File: config.mk
export PLATFORM = sky130hd
export DESIGN_NAME = sdft_top
export DESIGN_NICKNAME = d
export VERILOG_FILES = /design/src/verilog/sdft_pkg.sv /design/src/verilog/sdft_top.sv
export SDC_FILE = /design/constraint.sdc
export NUM_CORES = 1
export LEC_CHECK = 0
export ABC_AREA = 1
export BUFFER_PORTS_ARGS = -buffer_cell sky130_fd_sc_hd__buf_2
export CAP_MARGIN = 10
export CORE_AREA = 2 2 153 155
export DETAILED_ROUTE_END_ITERATION = 12
export DIE_AREA = 0 0 155 157
export PLACE_DENSITY_LB_ADDON = 0.1
export REMOVE_ABC_BUFFERS = 1
export SLEW_MARGIN = 0
export SYNTH_ARGS = -nofsm -noshare
export SYNTH_HDL_FRONTEND = slang
export SYNTH_SLANG_ARGS = --single-unit
export TNS_END_PERCENT = 20
File: constraint.sdc
create_clock -name aclk -period 4.05 [get_ports aclk]
set_clock_uncertainty 0.1 [all_clocks]
set_input_delay 0.405 -clock aclk [delete_from_list [all_inputs] [get_ports aclk]]
set_output_delay 0.405 -clock aclk [all_outputs]
set_load 0.1 [all_outputs]
File: src/verilog/sdft_pkg.sv
/*
 * Constants of the segment display frame timing block: register map,
 * field positions, reset values, clock sources, timing counts, levels.
 * Assumes a 32-bit AXI4-Lite register bus and 8-bit registers.
 */
package sdft_pkg;
	// ==========================================================
	// register map (byte addresses)
	localparam int NUM_DATA = 12;
	localparam logic [7:0] DATA_BASE = 8'h00;
	localparam logic [7:0] CTRL_ADDR = 8'h30;
	localparam logic [7:0] PRESC_ADDR = 8'h34;
	localparam logic [7:0] STAT_ADDR = 8'h38;
	// ==========================================================
	// display_control_reg fields and register reset values
	localparam int CTRL_EN = 7;
	localparam int CTRL_SLP = 6;
	localparam int CTRL_WRITE_ERROR_FLAG = 5;
	localparam int CTRL_WAVEB = 4;
	localparam int CTRL_CS_LO = 2;
	localparam int CTRL_MUX_LO = 0;
	localparam logic [7:0] CTRL_RESET = 8'h00;
	localparam logic [3:0] PRESC_RESET = 4'h0;
	localparam logic [7:0] PIXEL_RESET = 8'h00;
	// status register fields
	localparam int STAT_ACT = 0;
	localparam int STAT_IRQ = 1;
	// ==========================================================
	// clock sources and multiplex modes
	localparam logic [1:0] CS_SYSDIV = 2'h0;
	localparam logic [1:0] CS_SEC = 2'h1;
	localparam logic [1:0] CS_LF = 2'h2;
	localparam logic [1:0] MUX_STATIC = 2'h0;
	localparam logic [1:0] MUX_HALF = 2'h1;
	// ==========================================================
	// timing counts
	localparam logic [7:0] SYSDIV_LAST = 8'hFF;
	localparam logic [4:0] SLOT_LAST = 5'h1F;
	localparam logic [5:0] PRE_STATIC = 6'h04;
	localparam logic [5:0] PRE_HALF = 6'h02;
	localparam logic [5:0] PRE_MULTI = 6'h01;
	// ==========================================================
	// drive levels, bus answers, line counts, states
	localparam logic [1:0] LVL0 = 2'h0;
	localparam logic [1:0] LVL1 = 2'h1;
	localparam logic [1:0] LVL2 = 2'h2;
	localparam logic [1:0] LVL3 = 2'h3;
	localparam logic [1:0] RESP_OKAY = 2'h0;
	localparam logic [1:0] RESP_SLVERR = 2'h2;
	localparam int NUM_SEG = 19;
	localparam int NUM_COM = 4;
	typedef enum logic [1:0] {ST_IDLE, ST_RUN, ST_DRAIN} sdft_state_t;
endpackage : sdft_pkg

File: src/verilog/sdft_top.sv
/*
 * Segment display frame timing: prescaler, common/segment waveform
 * levels, shutdown and frame events, write window, AXI4-Lite slave.
 * Assumes oscillator pins are asynchronous to aclk and sleep_cmd is
 * on aclk. Level codes go to an external bias ladder.
 */
// Behaviour
// - static frame = clock / (4 * prescale * 32 * 1).
// - half multiplex frame = clock / (2 * prescale * 32 * 2).
// - third/quarter frame = clock / (prescale * 32 * commons).
// - clock from system clock/256, secondary crystal or low-freq osc.
// - pixel bits map segments 0-15 and 16-18 to bits 0-15 and 21-23 of each common's three data registers.
// - common minus segment has zero DC; lit pixels get higher RMS.
// - per-common mode inverts in each slot; per-frame inverts per frame.
// - sleep with divided system clock halts the driver at once.
// - shutdown completion (active falls) raises the interrupt.
// - a frame starts at the leading edge of common 0.
// - frame interrupt set once all pixel data of the frame is read.
// - per-frame mode interrupts only at complete phase intervals.
// - pixel write while active in per-frame non-static mode outside the write window is dropped and sets write error.
// - no frame interrupt in per-common mode or per-frame static mode.
// - selector 00/01/10/11 enables commons 0, 0-1, 0-2, 0-3.
// - sleep with sleep-stop stops at once, all outputs minimum level.
// - after enable clears, finish frame, then clear active flag.
`timescale 1ns/1ps
module sdft_top (
	input wire logic aclk, // system clock
	input wire logic aresetn, // synchronous reset
	input wire logic clk_en, // freezes all state when low
	input wire logic sleep_cmd, // processor asleep
	input wire logic sec_osc_pin, // secondary crystal oscillator
	input wire logic lf_osc_pin, // low-frequency internal oscillator
	input wire logic [31:0] s_axi_awaddr, // write address
	input wire logic s_axi_awvalid, // write address valid
	output logic s_axi_awready, // write address ready
	input wire logic [31:0] s_axi_wdata, // write data
	input wire logic [3:0] s_axi_wstrb, // write strobes
	input wire logic s_axi_wvalid, // write data valid
	output logic s_axi_wready, // write data ready
	output logic [1:0] s_axi_bresp, // write response
	output logic s_axi_bvalid, // write response valid
	input wire logic s_axi_bready, // write response ready
	input wire logic [31:0] s_axi_araddr, // read address
	input wire logic s_axi_arvalid, // read address valid
	output logic s_axi_arready, // read address ready
	output logic [31:0] s_axi_rdata, // read data
	output logic [1:0] s_axi_rresp, // read response
	output logic s_axi_rvalid, // read data valid
	input wire logic s_axi_rready, // read data ready
	output logic [7:0] backplane_lvl, // 2-bit level per common
	output logic [37:0] segment_line_lvl, // 2-bit level per segment
	output logic display_irq // display interrupt flag
);
	// ==========================================================
	// functions
	function automatic logic pixel_bit(input logic [7:0] px [12],
		input logic [1:0] com, input int segment_line);
		logic [3:0] base;
		base = 4'(com) * 4'h3;
		if (segment_line < 8) pixel_bit = px[base][segment_line];
		else if (segment_line < 16) pixel_bit = px[base + 4'h1][segment_line - 8];
		else pixel_bit = px[base + 4'h2][segment_line - 11];
	endfunction : pixel_bit

	function automatic logic [5:0] pre_len(input logic [1:0] mux,
		input logic [3:0] lp);
		logic [5:0] p;
		p = (lp == 4'h0) ? 6'h01 : 6'(lp);
		unique case (mux)
			sdft_pkg::MUX_STATIC: pre_len = 6'(p * sdft_pkg::PRE_STATIC);
			sdft_pkg::MUX_HALF: pre_len = 6'(p * sdft_pkg::PRE_HALF);
			default: pre_len = 6'(p * sdft_pkg::PRE_MULTI);
		endcase
	endfunction : pre_len

	// ==========================================================
	// registers and state
	logic [7:0] pixel_data [12];
	logic display_enable, sleep_stop_enable, write_error_flag, wave_b;
	logic [1:0] clk_select, common_count_select;
	logic [3:0] frame_prescale_select;
	logic irq_flag;
	sdft_pkg::sdft_state_t state;
	logic [7:0] sysdiv_cnt;
	logic [5:0] pre_cnt;
	logic [4:0] sub_cnt;
	logic [1:0] slot;
	logic frame_par, wr_window;
	logic [18:0] row_data;
	logic sec_s1, sec_s2, sec_s3, lf_s1, lf_s2, lf_s3;
	logic [7:0] aw_addr, ar_addr;
	logic aw_bad, ar_bad;
	logic [31:0] w_data;
	logic w_lane0;

	// ==========================================================
	// oscillator pin synchronisers
	always_ff @(posedge aclk) begin
		if (!aresetn) begin
			{sec_s1, sec_s2, sec_s3} <= 3'h0;
			{lf_s1, lf_s2, lf_s3} <= 3'h0;
		end else if (clk_en) begin
			{sec_s3, sec_s2, sec_s1} <= {sec_s2, sec_s1, sec_osc_pin};
			{lf_s3, lf_s2, lf_s1} <= {lf_s2, lf_s1, lf_osc_pin};
		end
	end

	// ==========================================================
	// display clock and frame sequencing
	wire sysdiv_tick = (sysdiv_cnt == sdft_pkg::SYSDIV_LAST);
	wire sec_tick = sec_s2 & ~sec_s3;
	wire lf_tick = lf_s2 & ~lf_s3;
	wire disp_tick = (clk_select == sdft_pkg::CS_SYSDIV) ? sysdiv_tick :
		(clk_select == sdft_pkg::CS_SEC) ? sec_tick :
		(clk_select == sdft_pkg::CS_LF) ? lf_tick : 1'b0;
	wire active = (state != sdft_pkg::ST_IDLE);
	wire halt = sleep_cmd & (clk_select == sdft_pkg::CS_SYSDIV);
	wire stop = sleep_cmd & sleep_stop_enable;
	wire is_static = (common_count_select == sdft_pkg::MUX_STATIC);
	wire [5:0] pre_last = 6'(pre_len(common_count_select,
		frame_prescale_select) - 6'h01);
	wire sub_adv = active & ~halt & ~stop & disp_tick &
		(pre_cnt == pre_last);
	wire slot_end = sub_adv & (sub_cnt == sdft_pkg::SLOT_LAST);
	wire last_slot = (slot == common_count_select);
	wire [1:0] next_slot = last_slot ? 2'h0 : 2'(slot + 2'h1);
	wire frame_end = slot_end & last_slot;
	// all rows are read once the last slot is entered
	wire reads_done = slot_end & (next_slot == common_count_select);
	wire frame_evt = reads_done & wave_b & ~is_static &
		frame_par;
	wire shut_evt = frame_end & (state == sdft_pkg::ST_DRAIN);
	wire start_run = (state == sdft_pkg::ST_IDLE) & display_enable;
	wire phase = wave_b ? frame_par : sub_cnt[4];
	wire [18:0] next_row;

	genvar g;
	generate
		for (g = 0; g < sdft_pkg::NUM_SEG; g++) begin : g_row
			assign next_row[g] = pixel_bit(pixel_data,
				start_run ? 2'h0 : next_slot, g);
		end
	endgenerate

	always_ff @(posedge aclk) begin
		if (!aresetn) begin
			sysdiv_cnt <= 8'h00;
		end else if (clk_en) begin
			sysdiv_cnt <= 8'(sysdiv_cnt + 8'h01);
		end
	end

	always_ff @(posedge aclk) begin
		if (!aresetn) begin
			pre_cnt <= 6'h00;
		end else if (clk_en && (start_run || sub_adv)) begin
			pre_cnt <= 6'h00;
		end else if (clk_en && active && !halt && !stop && disp_tick) begin
			pre_cnt <= 6'(pre_cnt + 6'h01);
		end
	end

	always_ff @(posedge aclk) begin
		if (!aresetn) begin
			sub_cnt <= 5'h00;
			slot <= 2'h0;
			frame_par <= 1'b0;
			row_data <= 19'h00000;
		end else if (clk_en && (start_run || slot_end)) begin
			sub_cnt <= 5'h00;
			slot <= start_run ? 2'h0 : next_slot;
			frame_par <= start_run ? 1'b0 : frame_par ^ last_slot;
			row_data <= next_row;
		end else if (clk_en && sub_adv) begin
			sub_cnt <= 5'(sub_cnt + 5'h01);
		end
	end

	always_ff @(posedge aclk) begin
		if (!aresetn) begin
			state <= sdft_pkg::ST_IDLE;
		end else if (clk_en) begin
			unique case (state)
				sdft_pkg::ST_IDLE: if (display_enable) state <= sdft_pkg::ST_RUN;
				sdft_pkg::ST_RUN: if (!display_enable) begin
					state <= sdft_pkg::ST_DRAIN;
				end
				sdft_pkg::ST_DRAIN: if (frame_end) begin
					state <= sdft_pkg::ST_IDLE;
				end
				default: state <= sdft_pkg::ST_IDLE;
			endcase
		end
	end

	always_ff @(posedge aclk) begin
		if (!aresetn) begin
			wr_window <= 1'b0;
		end else if (clk_en) begin
			wr_window <= frame_evt | (wr_window & ~frame_end);
		end
	end

	// ==========================================================
	// waveform levels
	logic [7:0] next_com;
	logic [37:0] next_seg;
	always_comb begin
		next_com = 8'h00;
		next_seg = 38'h0;
		for (int c = 0; c < sdft_pkg::NUM_COM; c++) begin
			if (c[1:0] == slot) begin
				next_com[2*c +: 2] = phase ? sdft_pkg::LVL3 : sdft_pkg::LVL0;
			end else if (c[1:0] <= common_count_select && !is_static) begin
				next_com[2*c +: 2] = phase ? sdft_pkg::LVL1 :
					sdft_pkg::LVL2;
			end
		end
		for (int s = 0; s < sdft_pkg::NUM_SEG; s++) begin
			if (row_data[s]) begin
				next_seg[2*s +: 2] = phase ? sdft_pkg::LVL0 :
					sdft_pkg::LVL3;
			end else if (is_static) begin
				next_seg[2*s +: 2] = phase ? sdft_pkg::LVL3 : sdft_pkg::LVL0;
			end else begin
				next_seg[2*s +: 2] = phase ? sdft_pkg::LVL2 :
					sdft_pkg::LVL1;
			end
		end
	end

	always_ff @(posedge aclk) begin
		if (!aresetn) begin
			backplane_lvl <= 8'h00;
			segment_line_lvl <= 38'h0;
		end else if (clk_en && (stop || !active)) begin
			backplane_lvl <= 8'h00;
			segment_line_lvl <= 38'h0;
		end else if (clk_en && !halt) begin
			backplane_lvl <= next_com;
			segment_line_lvl <= next_seg;
		end
	end

	// ==========================================================
	// AXI4-Lite slave
	wire aw_hs = s_axi_awvalid & s_axi_awready;
	wire w_hs = s_axi_wvalid & s_axi_wready;
	wire do_write = ~s_axi_awready & ~s_axi_wready & ~s_axi_bvalid;
	wire ar_hs = s_axi_arvalid & s_axi_arready;
	wire wr_data_hit = ~aw_bad & (aw_addr < sdft_pkg::CTRL_ADDR) &
		(aw_addr[1:0] == 2'h0);
	wire wr_ctrl = ~aw_bad & (aw_addr == sdft_pkg::CTRL_ADDR);
	wire wr_presc = ~aw_bad & (aw_addr == sdft_pkg::PRESC_ADDR);
	wire wr_stat = ~aw_bad & (aw_addr == sdft_pkg::STAT_ADDR);
	wire wr_hit = wr_data_hit | wr_ctrl | wr_presc | wr_stat;
	wire [3:0] wr_idx = aw_addr[5:2];
	wire px_allowed = ~active | ~wave_b | is_static | wr_window;
	wire px_write = do_write & w_lane0 & wr_data_hit;
	wire px_reject = px_write & ~px_allowed;
	wire ctrl_write = do_write & w_lane0 & wr_ctrl;
	wire rd_data_hit = (ar_addr < sdft_pkg::CTRL_ADDR) &
		(ar_addr[1:0] == 2'h0);
	wire [7:0] ctrl_val = {display_enable, sleep_stop_enable,
		write_error_flag, wave_b, clk_select, common_count_select};
	wire [7:0] rd_val = rd_data_hit ? pixel_data[ar_addr[5:2]] :
		(ar_addr == sdft_pkg::CTRL_ADDR) ? ctrl_val :
		(ar_addr == sdft_pkg::PRESC_ADDR) ? {4'h0, frame_prescale_select} :
		(ar_addr == sdft_pkg::STAT_ADDR) ? {6'h00, irq_flag, active} :
		8'h00;
	wire rd_hit = ~ar_bad & (rd_data_hit |
		(ar_addr == sdft_pkg::CTRL_ADDR) |
		(ar_addr == sdft_pkg::PRESC_ADDR) | (ar_addr == sdft_pkg::STAT_ADDR));

	always_ff @(posedge aclk) begin
		if (!aresetn) begin
			s_axi_awready <= 1'b1;
			s_axi_wready <= 1'b1;
			s_axi_bvalid <= 1'b0;
			s_axi_bresp <= sdft_pkg::RESP_OKAY;
			aw_addr <= 8'h00;
			aw_bad <= 1'b0;
			w_data <= 32'h0;
			w_lane0 <= 1'b0;
		end else if (clk_en) begin
			// low address byte latched, upper bits folded into aw_bad: the master may move the address
			if (aw_hs) begin
				s_axi_awready <= 1'b0;
				aw_addr <= s_axi_awaddr[7:0];
				aw_bad <= |s_axi_awaddr[31:8];
			end
			if (w_hs) begin
				s_axi_wready <= 1'b0;
				w_data <= s_axi_wdata;
				w_lane0 <= s_axi_wstrb[0];
			end
			if (do_write) begin
				s_axi_bvalid <= 1'b1;
				s_axi_bresp <= wr_hit ?
					sdft_pkg::RESP_OKAY : sdft_pkg::RESP_SLVERR;
			end else if (s_axi_bvalid && s_axi_bready) begin
				s_axi_bvalid <= 1'b0;
				s_axi_awready <= 1'b1;
				s_axi_wready <= 1'b1;
			end
		end
	end

	always_ff @(posedge aclk) begin
		if (!aresetn) begin
			s_axi_arready <= 1'b1;
			s_axi_rvalid <= 1'b0;
			s_axi_rdata <= 32'h0;
			s_axi_rresp <= sdft_pkg::RESP_OKAY;
			ar_addr <= 8'h00;
			ar_bad <= 1'b0;
		end else if (clk_en) begin
			if (ar_hs) begin
				s_axi_arready <= 1'b0;
				ar_addr <= s_axi_araddr[7:0];
				ar_bad <= |s_axi_araddr[31:8];
			end else if (!s_axi_arready && !s_axi_rvalid) begin
				s_axi_rvalid <= 1'b1;
				s_axi_rdata <= {24'h0, rd_val};
				s_axi_rresp <= rd_hit ? sdft_pkg::RESP_OKAY :
					sdft_pkg::RESP_SLVERR;
			end else if (s_axi_rvalid && s_axi_rready) begin
				s_axi_rvalid <= 1'b0;
				s_axi_arready <= 1'b1;
			end
		end
	end

	// ==========================================================
	// register file
	always_ff @(posedge aclk) begin
		if (!aresetn) begin
			for (int i = 0; i < sdft_pkg::NUM_DATA; i++) begin
				pixel_data[i] <= sdft_pkg::PIXEL_RESET;
			end
		end else if (clk_en && px_write && px_allowed) begin
			pixel_data[wr_idx] <= w_data[7:0];
		end
	end

	always_ff @(posedge aclk) begin
		if (!aresetn) begin
			{display_enable, sleep_stop_enable, wave_b} <= 3'h0;
			clk_select <= sdft_pkg::CTRL_RESET[3:2];
			common_count_select <= sdft_pkg::CTRL_RESET[1:0];
			frame_prescale_select <= sdft_pkg::PRESC_RESET;
		end else if (clk_en && ctrl_write) begin
			display_enable <= w_data[sdft_pkg::CTRL_EN];
			sleep_stop_enable <= w_data[sdft_pkg::CTRL_SLP];
			wave_b <= w_data[sdft_pkg::CTRL_WAVEB];
			clk_select <= w_data[sdft_pkg::CTRL_CS_LO +: 2];
			common_count_select <= w_data[sdft_pkg::CTRL_MUX_LO +: 2];
		end else if (clk_en && do_write && w_lane0 && wr_presc) begin
			frame_prescale_select <= w_data[3:0];
		end
	end

	// set wins over a software clear
	always_ff @(posedge aclk) begin
		if (!aresetn) begin
			write_error_flag <= 1'b0;
			irq_flag <= 1'b0;
			display_irq <= 1'b0;
		end else if (clk_en) begin
			write_error_flag <= px_reject | (write_error_flag &
				~(ctrl_write & ~w_data[sdft_pkg::CTRL_WRITE_ERROR_FLAG]));
			irq_flag <= frame_evt | shut_evt | (irq_flag &
				~(do_write & w_lane0 & wr_stat &
				w_data[sdft_pkg::STAT_IRQ]));
			display_irq <= frame_evt | shut_evt | (irq_flag &
				~(do_write & w_lane0 & wr_stat & w_data[sdft_pkg::STAT_IRQ]));
		end
	end
endmodule : sdft_top

# Word level (Yosys, flattened, before mapping)
# Cells that the tools add are included.
op_classes:
  add_sub_neg: 7
  mul: 1
  n_lt_le_gt_ge: 12
  eq_ne: 23
  mux: 79
  bitwise_logic: 77
  n_reduce_logical: 58
op_table:
  columns: ["op", "count"]
  rows:
  - ["8-bit binary-select mux with 4-bit select", 4]
  - ["96-bit bitwise mux", 1]
  - ["8-bit 2-to-1 mux", 11]
  - ["2-bit 2-to-1 mux", 40]
  - ["8-bit by 6-bit equality test with 1-bit output, second input constant", 6]
  - ["24-bit OR reduction", 2]
  - ["1-bit bitwise AND", 38]
  - ["8-bit demux with 4-bit select", 1]
  - ["5-bit greater-or-equal comparator, second input constant", 5]
  - ["4-bit NOT with 5-bit output", 5]
  - ["1-bit logical AND", 23]
  - ["1-bit NOT", 20]
  - ["1-bit 2-to-1 mux", 18]
  - ["8-bit by 6-bit < comparator with 1-bit output, second input constant", 2]
  - ["1-bit OR", 13]
  - ["2-bit logical NOT", 6]
  - ["6-bit one-hot mux with 2 select lines", 1]
  - ["2-bit AND reduction", 6]
  - ["3-bit AND reduction", 3]
  - ["8-bit by 1-bit adder with 8-bit output, second input constant", 1]
  - ["8-bit equality test, second input constant", 1]
  - ["4-bit 2-to-1 mux", 2]
  - ["2-bit != test, second input constant", 4]
  - ["2-bit nonzero test", 4]
  - ["other kinds (24)", 40]
totals:
  reg_bits: 249
  in_bits: 111
  output_inout_bits: 88
  elab_cells: 307

# Depth between registers and ports, before layout
depth:
  word_depth: 14
  depth_mapped: 22
  mapped_depth_nobuf: 21

# Worst setup path before layout
# Ideal clock, no wire load.
synth_timing:
  kind: "register to register"
  startpoint: "register common_count_select[1]"
  endpoint: "register row_data[4]"
  setup_ns: 0.064
  t_arrival_ns: 2.751
  required_time_ns: 3.886
  setup_slack_ns: 1.135
  path_stages_with_launch: 16
  n_path_buf: 4
  synth_period_minus_slack_ns: 2.915
  path_cell_list: "dfxtp_1 > buf_6 > nand2_1 > nand3_1 > nand2_2 > inv_2 > buf_2 > buf_2 > ha_1 > clkbuf_1 > clkinv_1 > nor2_1 > o21ai_0 > o21ai_0 > nor2_1 > nor2_1"
synth_via:
  elab_chain_len: 8
  word_cells_on_any_way: 17
  classes_between: "add/sub (1); mul (1); eq/ne (3); mux (6); bitwise (3); reduce/logical (3)"
synth_lines:
  columns: ["item", "line_no", "source"]
  rows:
  - ["from (decl)", "sdft_top.sv:80", "logic [1:0] clk_select, common_count_select;"]
  - ["from (signal assigned)", "sdft_top.sv:350", "common_count_select <= sdft_pkg::CTRL_RESET[1:0];"]
  - ["from (signal assigned)", "sdft_top.sv:357", "common_count_select <= w_data[sdft_pkg::CTRL_MUX_LO +: 2];"]
  - ["2-bit equality test (tied with other cells)", "sdft_top.sv:125", "wire last_slot = (slot == common_count_select);"]
  - ["2-bit 2-to-1 mux / 6-bit one-hot mux with 2 select lines (equally long branches)", "sdft_top.sv:126, sdft_top.sv:69", null]
  - ["2-bit 2-to-1 mux / 6-bit by 1-bit subtractor with 6-bit output (equally long branches)", "sdft_top.sv:141, sdft_top.sv:121", null]
  - ["2-bit by 2-bit multiplier with 4-bit output / 6-bit equality test (equally long branches)", "sdft_top.sv:59, sdft_top.sv:123", null]
  - ["4-bit NOT with 5-bit output (implied by the code) / 1-bit bitwise AND (equally long branches)", "sdft_top.sv:60, sdft_top.sv:122", null]
  - ["8-bit binary-select mux with 4-bit select / 1-bit bitwise AND (equally long branches)", "sdft_top.sv:60, sdft_top.sv:124", null]
  - ["8-bit 2-to-1 mux / 1-bit logical OR (equally long branches)", null, null]
  - ["8-bit 2-to-1 mux / 1-bit logical AND (equally long branches)", null, null]
  - ["to (signal assigned)", "sdft_top.sv:173", "row_data <= next_row;"]
  - ["to (decl)", "sdft_top.sv:89", "logic [18:0] row_data;"]
# Parallel ways exist; a longest one is shown, timed or not. The select of a mux whose other input is x is not followed.
# A chain may end at the register's enable or synchronous reset.

# Worst setup path in the final report
layout_timing:
  startpoint: "register common_count_select[1]"
  endpoint: "register row_data[11]"
layout_via:
  elab_chain_len: 9
  word_cells_on_any_way: 18
  classes_between: "add/sub (2); mul (1); eq/ne (3); mux (6); bitwise (3); reduce/logical (3)"
layout_lines:
  columns: ["item", "line_no", "source"]
  rows:
  - ["2-bit equality test", "sdft_top.sv:125", null]
  - ["2-bit 2-to-1 mux", "sdft_top.sv:126", "wire [1:0] next_slot = last_slot ? 2'h0 : 2'(slot + 2'h1);"]
  - ["2-bit 2-to-1 mux", "sdft_top.sv:141", "start_run ? 2'h0 : next_slot, g);"]
  - ["2-bit by 2-bit multiplier with 4-bit output", "sdft_top.sv:59", "base = 4'(com) * 4'h3;"]
  - ["4-bit by 1-bit adder with 4-bit output", "sdft_top.sv:61", "else if (segment_line < 16) pixel_bit = px[base + 4'h1][segment_line - 8];"]
  - ["4-bit NOT with 5-bit output (implied by the code)", "sdft_top.sv:61", null]
  - ["8-bit binary-select mux with 4-bit select", "sdft_top.sv:61", null]
  - ["8-bit 2-to-1 mux (2 in series)", null, null]
# Parallel ways exist; a longest one is shown, timed or not. The select of a mux whose other input is x is not followed.

==> flow_summary.toml <==
[layout]
fin_nets = 2045
top_register = "pixel_data"
layout_commonest_cell = "nand2_1"
num_antenna_cells = 0
drive_gt1_share_pct = 13.5
n_fill_cell = 2086
largest_reg_flops = 96
final_cell_mix = "nand2_1, o21ai_0, dfxtp_1, nor2_1, a21oi_1"
utilization_pct = 64.1
syn_to_final_growth_pct = 13.1
reg_top3 = "pixel_data: 96 flops, segment_line_lvl: 38 flops, row_data: 19 flops"

[synth]
synth_ff_type = "dfxtp_1"
yosysUniqueCellTypes = 46
synth_area_per_cell_um2 = 6.97
synthTopCellsByArea = "dfxtp_1, o21ai_0, nand2_1"
ys_ff_latch = 247
yosysTopAreaCell = "dfxtp_1"
yosys_warnings = 0
synth-edff-count = 0
synth_async_sr_flop_share_pct = 0
syn_area_mm2 = 0.0128
syn_inst = 1830
synth.top_cell.area_share_pct = 38.7
ys_seq_area_share_pct = 38.7

[flow_run]
cap_viol_max_count = 0

[die]
io_pins = 199
die_area_mm2 = 0.0243
die_h_um = 157
die_w_um = 155
floorplan.initialDensity_pct = 56.7
design.core.area_mm2 = 0.0225
rows = 55

[setup_path]
reg2reg_setup_slack_ps = 550
cp_common_cell = "nor2_1"
critPathMaxStageDelay_ps = 690
crit_end = "row_data[11]"
cp.arrival_ps = 3880
crit_buf_inv = 1
reg2reg_to = "row_data[11]"
r2r_start = "common_count_select[1]"
start_kind = "flip-flop"
path_delay_family = "simple AND/OR/NAND/NOR gates"
worst_path_max_delay_cell = "nor2_1"
cp.required_ps = 4430
crit_path_cell_trace = "nand2_1 > nand3_1 > nand2_1 > nor2_1 > inv_1 > ha_1 > nor2_1 > o21ai_0 > o21ai_0 > nor2_1 > nor2_1"
startpoint = "common_count_select[1]"
cp_num_cells = 11
critical_path_class = "flip-flop to flip-flop"
critPathMaxFanout = 12
cp-end-kind = "flip-flop"
rr_worst_depth = 11

[clock_tree]
numClockSinks = 247
clk_latency_ps = 550
tritoncts = "done"
clockBufferDepth = 3
clk_pin_slew_worst_paths_ps = 60
clockRootBuffer = "clkbuf_16"
htreeDepth = 1
cts_buffers = 28

[detailed_routing]
drtAntennaViolNets = 0
via_count = 12800
routed_wl_mm = 37.6
dr.first_iter.drc_count = 1217
drcViolationCount = 0
routedWlPerCell_um = 16.9
dr.pass1.iters = 6
vias_per_cell = 5.75

[timing]
rsz0062_at_grt = "false"
finalSetupTns_ps = 0
maxSlewHeadroom_pct = 27.1
setup_violations = 0
tightest_slew_ps = 1090
hold_viol = 0
period_share_pct = 86.3
finalMaxSlewViolations = 0
period_minus_slack_ps = 3500
setup_ws_ps = 554
fmax_mhz = 286

[outcome]
status = "completed"

[placement]
port_buffers = 145
place_hpwl_mm = 25.3
dp_worst_setup_slack_ps = 675
gp_congestion = 0.948

[global_routing]
grt_max_degree = 70
grt_pass1_vias = 11400
antenna_found_initial = 0
grt_overflow = 0
grt_pass1_wl_mm = 59.8
track_usage_pct = 30.2

[power]
ir_drop_mv = 0.342
p_leak_nw = 5.89
p_per_area_mw_per_mm2 = 405

[hold_path]
hold_class = "input pin to flip-flop"
-- cell families after synthesis --
| family | count (synthesis) | share of synthesized area (%) |
|---|---|---|
| xor gates and xnor gates | 8 | 0.549 |
| buffers and inverters | 301 | 10.3 |
| DFF | 247 | 38.7 |
| and+or+nand+nor | 671 | 22.6 |
| adders and majority gates | 15 | 1.47 |
| other | 1 | 0.0294 |
| AOI/OAI and AO/OA | 587 | 26.3 |
-- synth_stat cells, drive strengths merged, types with 15 or more instances --
library cell / count
a211oi: 69
ha: 15
nand3: 99
clkbuf: 81
a21oi: 182
o21ai: 258
o211ai: 28
buf: 60
dfxtp: 247
o221ai: 17
nand2: 267
a31oi: 21
nor2: 260
inv: 156
-- repair_timing --
action,4_1_cts,5_1_grt
hold endpoints to repair,8,0
setup buffers,0,0
endpoints found under the setup margin,0,0
gates resized for setup,0,0
hold buffers,8,0
-- layout make-up --
class	count	area [um^2]	share of cell area, %
clock buffers	44	862	5.97
clock inverters	7	91.3	0.633
inverters	160	601	4.16
multi-input cells	1307	6610	45.8
flip-flops and latches	247	4940	34.3
well taps	285	357	2.47
repair buffers	175	971	6.73
-- worst register-to-register path: cells and delay by family, from the launching register on --
kind,cells,cell delay [ps]
DFF,1,610
buffers and inverters,1,100
AOI/OAI and AO/OA,2,550
and+or+nand+nor,7,1630
adders and majority gates,1,450
-- where the power goes --
group | leakage [nW] | internal (mW) | switching [mW]
registers | 2.00 | 2.49 | 0.0338
clock network | 0.473 | 1.58 | 1.02
logic | 3.41 | 0.131 | 0.596
total | 5.89 | 4.20 | 1.65
-- per-stage QoR --
stage | std cells | cell area [um^2] | hold slack, ps | power [mW]
finish | 2225 | 14400 | 2.43 | 5.85
detailed placement | 2166 | 13400 | 359 | 3.29
floorplan | 1714 | 12100 | 339 | 3.08
CTS | 2225 | 14400 | 1.18 | 5.86
global route | 2225 | 14400 | 24.6 | 6.02
global placement | 2166 | 13400 | 348 | 3.28
-- routing by layer --
metal / up-vias / routed length (um) / part of all wire, % / GRT usage (%)
met3: 81 / 3540 / 9.4 / 5.56
met2: 576 / 16200 / 43 / 46.5
met1: 5779 / 16500 / 44 / 42.6
met5: - / 0 / 0 / 0
li1: 6349 / - / - / -
met4: 0 / 1320 / 3.5 / 10.3
-- worst min-delay path by stage --
| stage | startpoint | to | depth (start not counted) |
|---|---|---|---|
| CTS | s_axi_araddr[0] | ar_addr[0] | 3 |
| global route | s_axi_araddr[0] | ar_addr[0] | 3 |
| global placement | sub_cnt[3] | sub_cnt[3] | 2 |
| floorplan | sub_cnt[3] | sub_cnt[3] | 2 |
| detailed placement | wr_window | wr_window | 2 |
| finish | s_axi_araddr[7] | ar_addr[7] | 3 |
Note: power is estimated with default switching activity, not from simulation.
